`config.mk`:
```
export PLATFORM = sky130hd
export DESIGN_NAME = ffdc_top
export DESIGN_NICKNAME = d
export VERILOG_FILES = /design/src/shared/ffdc_pkg.sv /design/src/hdl/ffdc_classify.sv /design/src/hdl/ffdc_top.sv
export SDC_FILE = /design/constraint.sdc
export NUM_CORES = 1
export LEC_CHECK = 0
export ABC_AREA = 1
export BUFFER_PORTS_ARGS = -buffer_cell sky130_fd_sc_hd__buf_2
export CAP_MARGIN = 20
export CORE_AREA = 2 2 240 242
export CTS_CLUSTER_SIZE = 16
export DETAILED_ROUTE_END_ITERATION = 8
export DIE_AREA = 0 0 242 244
export GPL_ROUTABILITY_DRIVEN = 0
export PLACE_DENSITY = 0.42
export SLEW_MARGIN = 10
export SYNTH_ARGS = -nofsm -noshare
export SYNTH_HDL_FRONTEND = slang
export SYNTH_SLANG_ARGS = --single-unit
```
`constraint.sdc`:
```
create_clock -name clk_in -period 3.8 [get_ports clk_in]
set_clock_uncertainty 0.1 [all_clocks]
set_input_delay 0 -clock clk_in [delete_from_list [all_inputs] [get_ports clk_in]]
set_output_delay 0 -clock clk_in [all_outputs]
set_load 0.01 [all_outputs]
```
`src/shared/ffdc_pkg.sv`:
```
// Package for the float format decoder and converter.
// Holds field positions, biases, limits and the carrier structs.
// Assumes every user refers to names as ffdc_pkg::name.
package ffdc_pkg;

    // ------------------------------------------------------------
    // Field layouts and biases
    // ------------------------------------------------------------
    localparam int DP_EXP_W   = 11;       // Exponent bits 62:52
    localparam int DP_FRAC_W  = 52;       // Fraction bits 51:0
    localparam int DP_BIAS    = 1023;     // Denormal scale uses 1022
    localparam int SP_EXP_W   = 8;        // Exponent bits 30:23
    localparam int SP_FRAC_W  = 23;       // Fraction bits 22:0
    localparam int SP_BIAS    = 127;      // Denormal scale uses 126
    localparam int HP_EXP_W   = 5;        // Exponent bits 14:10
    localparam int HP_FRAC_W  = 10;       // Fraction bits 9:0
    localparam int HP_BIAS    = 15;       // Denormal scale uses 14
    localparam int F11_FRAC_W = 6;        // Exponent bits 10:6, fraction 5:0
    localparam int F10_FRAC_W = 5;        // Exponent bits 9:5, fraction 4:0
    localparam int UF_EXP_W   = 5;
    localparam int UF_BIAS    = 15;

    // ------------------------------------------------------------
    // Shared-exponent RGB word
    // ------------------------------------------------------------
    localparam int RGB_EXP_LSB   = 27;    // Bits 31:27
    localparam int RGB_BLUE_LSB  = 18;    // Bits 26:18
    localparam int RGB_GREEN_LSB = 9;     // Bits 17:9
    localparam int RGB_RED_LSB   = 0;     // Bits 8:0
    localparam int RGB_CH_W      = 9;
    localparam int RGB_BIAS      = 15;

    // ------------------------------------------------------------
    // Single to half conversion limits
    // ------------------------------------------------------------
    localparam logic [7:0]  CVT_MIN_NORM_EXP = 8'h71;   // 113 maps to half exponent 1
    localparam logic [7:0]  CVT_OVF_EXP      = 8'h8f;   // 127+16 and above is infinity
    localparam logic [7:0]  CVT_REBIAS       = 8'h70;   // 112 = 127 - 15
    localparam logic [7:0]  CVT_DEN_BASE     = 8'h7e;   // 126, denormal shift origin
    localparam logic [7:0]  CVT_SHIFT_MAX    = 8'h19;   // 25, everything beyond is zero
    localparam logic [14:0] HP_INF_MAG       = 15'h7c00;
    localparam logic [9:0]  HP_QNAN_FRAC     = 10'h200;

    // ------------------------------------------------------------
    // Carrier structs
    // ------------------------------------------------------------
    typedef struct packed {
        logic               sign;     // Always 0 for unsigned formats
        logic               nan;
        logic               inf;
        logic               zero;
        logic               denorm;
        logic signed [12:0] exp;      // Unbiased power of two
        logic [52:0]        sig;      // Significand, hidden bit included
    } ffdc_class_t;

    typedef struct packed {
        logic signed [12:0] exp;      // Shared power, e minus 15
        logic [8:0]         red;      // 0.f significands
        logic [8:0]         green;
        logic [8:0]         blue;
    } ffdc_rgb_t;

endpackage

```
`src/hdl/ffdc_classify.sv`:
```
// Generic classifier for one binary float encoding.
// Combinational; the caller registers the result.
`timescale 1ns/1ps
module ffdc_classify #(
    parameter int EW   = 8,
    parameter int FW   = 23,
    parameter int BIAS = 127,
    parameter int SGN  = 1
) (
    input  wire logic [SGN+EW+FW-1:0] word_in,
    output ffdc_pkg::ffdc_class_t     class_out
);

    // ------------------------------------------------------------
    // Field split
    // ------------------------------------------------------------
    wire logic [EW-1:0] e       = word_in[EW+FW-1:FW];
    wire logic [FW-1:0] f       = word_in[FW-1:0];
    wire logic          e_ones  = &e;
    wire logic          e_zero  = ~|e;
    wire logic          f_zero  = ~|f;
    // Unsigned formats have no sign bit, so sign is forced low
    // no sign bit
    wire logic          s       = (SGN != 0) ? word_in[SGN+EW+FW-1] : 1'b0;

    // Class and value fields; denormals scale with bias minus one
    // special code classes
    assign class_out.sign   = s;
    assign class_out.nan    = e_ones & ~f_zero;
    assign class_out.inf    = e_ones & f_zero;
    assign class_out.zero   = e_zero & f_zero;
    assign class_out.denorm = e_zero & ~f_zero;
    assign class_out.exp    = e_zero ? 13'(1 - BIAS) : 13'(e) - 13'(BIAS);
    assign class_out.sig    = 53'({~e_zero & ~e_ones, f});

endmodule

```
`src/hdl/ffdc_top.sv`:
```
// Float format decoder and converter: classifies 64, 32, 16, 11 and
// 10 bit floats, splits the shared-exponent RGB word, and converts
// single to half precision with round to nearest even.
// Inputs are synchronous to clk_in; all results appear one edge later.
`timescale 1ns/1ps
module ffdc_top (
    input  wire logic                  clk_in,
    input  wire logic                  sys_rst_in,
    input  wire logic                  valid_in,
    input  wire logic [63:0]           double_value_in,
    input  wire logic [31:0]           single_precision_value_in,
    input  wire logic [15:0]           half_precision_value_in,
    input  wire logic [10:0]           uf11_value_in,
    input  wire logic [9:0]            uf10_value_in,
    input  wire logic [31:0]           shared_exponent_rgb_packed_in,
    output ffdc_pkg::ffdc_class_t      double_class_out,
    output ffdc_pkg::ffdc_class_t      single_class_out,
    output ffdc_pkg::ffdc_class_t      half_class_out,
    output ffdc_pkg::ffdc_class_t      uf11_class_out,
    output ffdc_pkg::ffdc_class_t      uf10_class_out,
    output logic [15:0]                uf11_half_out,
    output logic [15:0]                uf10_half_out,
    output ffdc_pkg::ffdc_rgb_t        rgb_out,
    output logic [15:0]                half_conv_out,
    output logic                       valid_out
);

    // ------------------------------------------------------------
    // Classifiers
    // ------------------------------------------------------------
    ffdc_pkg::ffdc_class_t next_double_class;
    ffdc_pkg::ffdc_class_t next_single_class;
    ffdc_pkg::ffdc_class_t next_half_class;
    ffdc_pkg::ffdc_class_t next_uf11_class;
    ffdc_pkg::ffdc_class_t next_uf10_class;

    ffdc_classify #(.EW(ffdc_pkg::DP_EXP_W), .FW(ffdc_pkg::DP_FRAC_W),
                    .BIAS(ffdc_pkg::DP_BIAS), .SGN(1)) u_dp (
        .word_in   (double_value_in),
        .class_out (next_double_class)
    );
    ffdc_classify #(.EW(ffdc_pkg::SP_EXP_W), .FW(ffdc_pkg::SP_FRAC_W),
                    .BIAS(ffdc_pkg::SP_BIAS), .SGN(1)) u_sp (
        .word_in   (single_precision_value_in),
        .class_out (next_single_class)
    );
    ffdc_classify #(.EW(ffdc_pkg::HP_EXP_W), .FW(ffdc_pkg::HP_FRAC_W),
                    .BIAS(ffdc_pkg::HP_BIAS), .SGN(1)) u_hp (
        .word_in   (half_precision_value_in),
        .class_out (next_half_class)
    );
    ffdc_classify #(.EW(ffdc_pkg::UF_EXP_W), .FW(ffdc_pkg::F11_FRAC_W),
                    .BIAS(ffdc_pkg::UF_BIAS), .SGN(0)) u_f11 (
        .word_in   (uf11_value_in),
        .class_out (next_uf11_class)
    );
    ffdc_classify #(.EW(ffdc_pkg::UF_EXP_W), .FW(ffdc_pkg::F10_FRAC_W),
                    .BIAS(ffdc_pkg::UF_BIAS), .SGN(0)) u_f10 (
        .word_in   (uf10_value_in),
        .class_out (next_uf10_class)
    );

    // ------------------------------------------------------------
    // Unsigned to half equivalent and shared RGB split
    // ------------------------------------------------------------
    // same exponent field, fraction left aligned, sign clear
    wire logic [15:0] next_uf11_half = {1'b0, uf11_value_in, 4'h0};
    wire logic [15:0] next_uf10_half = {1'b0, uf10_value_in, 5'h00};

    wire logic [4:0]  rgb_e = shared_exponent_rgb_packed_in[31:ffdc_pkg::RGB_EXP_LSB];
    ffdc_pkg::ffdc_rgb_t next_rgb;
    assign next_rgb.blue  = shared_exponent_rgb_packed_in[ffdc_pkg::RGB_BLUE_LSB +: 9];
    assign next_rgb.green = shared_exponent_rgb_packed_in[ffdc_pkg::RGB_GREEN_LSB +: 9];
    assign next_rgb.red   = shared_exponent_rgb_packed_in[ffdc_pkg::RGB_RED_LSB +: 9];
    // implied zero, no special codes, no sign
    assign next_rgb.exp   = 13'(rgb_e) - 13'(ffdc_pkg::RGB_BIAS);

    // ------------------------------------------------------------
    // Single to half conversion
    // ------------------------------------------------------------
    wire logic        cs   = single_precision_value_in[31];
    wire logic [7:0]  ce   = single_precision_value_in[30:23];
    wire logic [22:0] cf   = single_precision_value_in[22:0];
    wire logic        cnan = (&ce) & (|cf);

    // Normal path: rebias, keep 10 bits, guard and sticky below
    wire logic [4:0]  n_exp   = 5'(ce - ffdc_pkg::CVT_REBIAS);
    wire logic        n_guard = cf[12];
    wire logic        n_stick = |cf[11:0];
    wire logic        n_up    = n_guard & (n_stick | cf[13]);
    // Carry out of the fraction bumps the exponent; 30 can round to infinity
    wire logic [14:0] n_mag   = {n_exp, cf[22:13]} + 15'(n_up);

    // Denormal path: shift the full significand, clamp so it cannot wrap
    wire logic [7:0]  d_raw   = ffdc_pkg::CVT_DEN_BASE - ce;
    wire logic [7:0]  d_shift = (d_raw > ffdc_pkg::CVT_SHIFT_MAX) ?
                                ffdc_pkg::CVT_SHIFT_MAX : d_raw;
    wire logic [23:0] d_sig   = {|ce, cf};
    wire logic [48:0] d_ext   = {d_sig, 25'h0000000} >> d_shift;
    wire logic        d_up    = d_ext[24] & ((|d_ext[23:0]) | d_ext[25]);
    // Rounding into 0x400 lands exactly on the smallest normal
    wire logic [14:0] d_mag   = {5'h00, d_ext[34:25]} + 15'(d_up);

    // NaN stays NaN, sign kept everywhere
    wire logic [14:0] next_conv_mag =
        cnan                                   ? {5'h1f, ffdc_pkg::HP_QNAN_FRAC | cf[22:13]} :
        (ce >= ffdc_pkg::CVT_OVF_EXP)          ? ffdc_pkg::HP_INF_MAG :
        (ce >= ffdc_pkg::CVT_MIN_NORM_EXP)     ? n_mag :
                                                 d_mag;
    wire logic [15:0] next_half_conv = {cs, next_conv_mag};

    // ------------------------------------------------------------
    // Output register
    // ------------------------------------------------------------
    // capture on valid, clear on reset; data outputs hold otherwise, valid_out follows valid_in
    always_ff @(posedge clk_in) begin
        if (sys_rst_in) begin
            valid_out        <= 1'b0;
            double_class_out <= '0;
            single_class_out <= '0;
            half_class_out   <= '0;
            uf11_class_out   <= '0;
            uf10_class_out   <= '0;
            uf11_half_out    <= 16'h0000;
            uf10_half_out    <= 16'h0000;
            rgb_out          <= '0;
            half_conv_out    <= 16'h0000;
        end else begin
            valid_out <= valid_in;
            if (valid_in) begin
                double_class_out <= next_double_class;
                single_class_out <= next_single_class;
                half_class_out   <= next_half_class;
                uf11_class_out   <= next_uf11_class;
                uf10_class_out   <= next_uf10_class;
                uf11_half_out    <= next_uf11_half;
                uf10_half_out    <= next_uf10_half;
                rgb_out          <= next_rgb;
                half_conv_out    <= next_half_conv;
            end
        end
    end
endmodule

```
==> results.md <==
- Initial antenna violation count: 0
- First-pass GRT wire length: 76300 um
- Number of flops mapped to enable cells by yosys: 0
- DP Cell Count: 2901
- Startpoint Class: input port
- Initial core utilization: 22.4%
- IO Port Bufs: 434
- Synth cell types: 45
- Req. time, crit path: 4.22 ns
- Total power: 6.78 mW
- Ports: 612
- Switching Share: 29.3%
- Area contributors post-synth: dfxtp_1, buf_4, nand2_1, nor2_1, o21ai_0
- Multi-input gate area: 6370 um2
- Cell Pwr Density: 382 nW/um2
- Period minus WS final: 3.50 ns
- Max-cap viol count: 0
- Initial DRC count: 717
- Setup WS pre-CTS: 0.269 ns
- Top Family by Delay on Critical Path: simple AND/OR/NAND/NOR gates
- Worst path most repeated cell: nand2_1
- Most frequent cell after synthesis: nand2_1
- Drt total wl: 50400 um
- Fillers: 6233
- All-Layer GR Usage: 16.1%
- Fin worst setup slack: 0.301 ns
- Mapped Area: 12600 um2
- Headroom to the max-slew limit: 39.7%
- Synth Area in Compound Gates: 13.4%
- Yosys top cell area share: 35.3%
- Layout Area Growth over Synthesis: 40.9%
- Clk sink count: 222
- # rows: 87
- Share of cells above drive strength 1: 22.6%
- Die Area: 59000 um2
- Core area: 56200 um2
- CP peak stage delay: 0.55 ns
- Sequential fraction of the synthesis area: 35.3%
- Class of the worst hold path: input port to flip-flop
- Main combinational cell family by area after synthesis: simple AND/OR/NAND/NOR gates
- Slew @ Worst Pin: 0.905 ns
- Synth warn: 0
- Total iterations of the first detailed-routing run: 5
- CP endpoint kind: flip-flop
- Fraction of power consumed by sequential logic: 37.6%
- Root Driver: clkbuf_16
- Largest net degree at the start of global routing: 164
- Synth Area in Adders: 1.89%
- Synth top cells by count: nand2_1, nor2_1, buf_4
- Synth Area in Simple Gates: 28.9%
- CP max stage cell: dlygate4sd3_1
- Mux cell area share after synthesis: 0%
- Asr flop ratio synth: 0%
- Static Leak: 8.76 nW
- H-tree depth: 1
- Share of the clock period used by the worst path: 92.1%
- Clock buffer depth: 3
- Vias per cell: 4.31
- Clock Latency Late Sink: 0.57 ns
- Post-route antenna net violation count: 0
- Die W: 242 um
- Chip height: 244 um
- Crit Path Max Fanout: 23
- Commonest register cell after synthesis: dfxtp_1
- Clk slew on worst S/H paths: 0.06 ns
- Final setup fails: 0
- Largest vdd supply drop: 0.000322 V
- Syn_area_per_cell: 6.86 um2
- WL/cell: 15.9 um
- Non-Filler Instances: 3169
- Pins Over Slew Limit: 0
- Gr ovfl total: 0
- Outcome: complete, no violations
- Critical Path AT: 3.92 ns
- Final HPWL DP: 36400 um
- Fmax: 286 MHz
- Number of global-route vias before repair: 13000
- Xor/xnor share of the synthesized area: 0.766%
- Total vias in the final route: 13600
- Mapped Cells: 1833
- TritonCTS clock tree: yes
- Fin. Hold Viols: 0
- NumNets Final: 2580
- FF/Latch Area: 4440 um2
- Clock share of power: 43.3%
- FF+latch count, synth: 222
- DR DRC count: 0
- P_int: 4.80 mW
- Critical path buffers and inverters: 4
- Combinational share of power: 19.0%
- Largest area contributor in the netlist: dfxtp_1
- CTS Buf Count: 29
- Crit Path Class: input port to flip-flop
- Sw Pwr: 1.98 mW
- Diodes inserted: 0
[worst min-delay path: cells and delay by family]
| kind | cells | cell delay, ns |
|---|---|---|
| AO/OA/AOI/OAI | 2 | 0.36 |
| AND/OR/NAND/NOR | 2 | 0.20 |
| buffers and inverters | 1 | 0.11 |
[layout make-up]
class / instances / share of cell area [%]
clock buffers: 42 / 4.60
clock inverters: 9 / 1.07
inverters: 115 / 2.52
multi-input cells: 1360 / 35.9
flip-flops and latches: 222 / 25.1
well taps: 756 / 5.34
repair buffers: 665 / 25.5
[registers in the layout, summed over array words and instances (netlist names)]
name	flops
uf10_class_out	11
half_class_out	22
valid_out	1
half_conv_out	15
uf11_class_out	11
double_class_out	70
uf11_half_out	11
uf10_half_out	10
single_class_out	38
rgb_out	33
[routing by layer]
metal / track usage [%] / wire length (um) / up-vias
met5: 0 / 0 / -
met4: 4.03 / 1070 / 0
met3: 3.07 / 3050 / 64
met2: 27.4 / 23800 / 481
met1: 21.0 / 22400 / 6355
li1: - / - / 6748
[cell usage in the layout (no fill, tap or decap), types with 3 or more instances in the layout]
master and n:
a21oi_1 115, a22oi_1 5, a31oi_1 3, buf_12 4
buf_2 434, buf_4 10, buf_6 4, bufinv_16 5
clkbuf_1 9, clkbuf_16 30, clkbuf_8 4, conb_1 177
dfxtp_1 222, dlygate4sd3_1 212, ha_1 18, inv_1 103
inv_2 7, nand2_1 314, nand2_2 8, nand3_1 136
nand3_2 9, nand4_1 45, nor2_1 267, nor2_2 7
nor2_4 6, nor3_1 13, nor4_1 16, o211ai_1 5
o21ai_0 172, o21ai_1 7, o221ai_1 4, o31ai_1 3
xor2_1 10
[through the flow]
stage / hold slack, ns / area [um2] / setup TNS (ns) / utilization, %
floorplan: -0.00589 / 13200 / 0 / -
finish: 0.0374 / 17700 / 0 / 31.6
global route: 0.0474 / 17700 / -0.00104 / 31.6
global placement: 0.123 / 14500 / 0 / 25.8
detailed placement: 0.129 / 14500 / 0 / 25.8
CTS: 0.00461 / 17600 / 0 / 31.3
[worst paths after layout]
kind | slack (ns) | startpoint | to | cells past startpoint
hold reg to reg | 0.36 | double_class_out[56] | double_class_out[56] | 2
hold / removal | 0.04 | single_precision_value_in[27] | half_conv_out[14] | 5
setup / recovery | 0.30 | single_precision_value_in[24] | half_conv_out[9] | 26
setup reg to reg | 2.42 | double_class_out[64] | double_class_out[64] | 3
[power by group through the flow]
| stage | clock [mW] | sequential, mW | combinational [mW] |
|---|---|---|---|
| 6_report | 2.94 | 2.55 | 1.29 |
| 5_1_grt | 3.15 | 2.57 | 1.42 |
| 4_1_cts | 3.04 | 2.55 | 1.28 |
| 3_5_place_dp | 0 | 2.60 | 1.11 |
| 3_3_place_gp | 0 | 2.60 | 1.11 |
| 2_1_floorplan | 0 | 2.66 | 0.728 |
[what timing repair did]
action	4_1_cts	5_1_grt
endpoints found under the setup margin	0	4
gates resized for setup	0	21
buffers inserted	0	4
hold buffers	213	0
hold endpoints to repair	220	0
[logic make-up after synthesis]
group,after synthesis
other,1
adder cells (fa/ha/maj),19
buffers and inverters,427
XOR/XNOR,11
flip-flops,222
AND/OR/NAND/NOR,832
AO/OA/AOI/OAI,321
(Power assumes the default switching activity.)
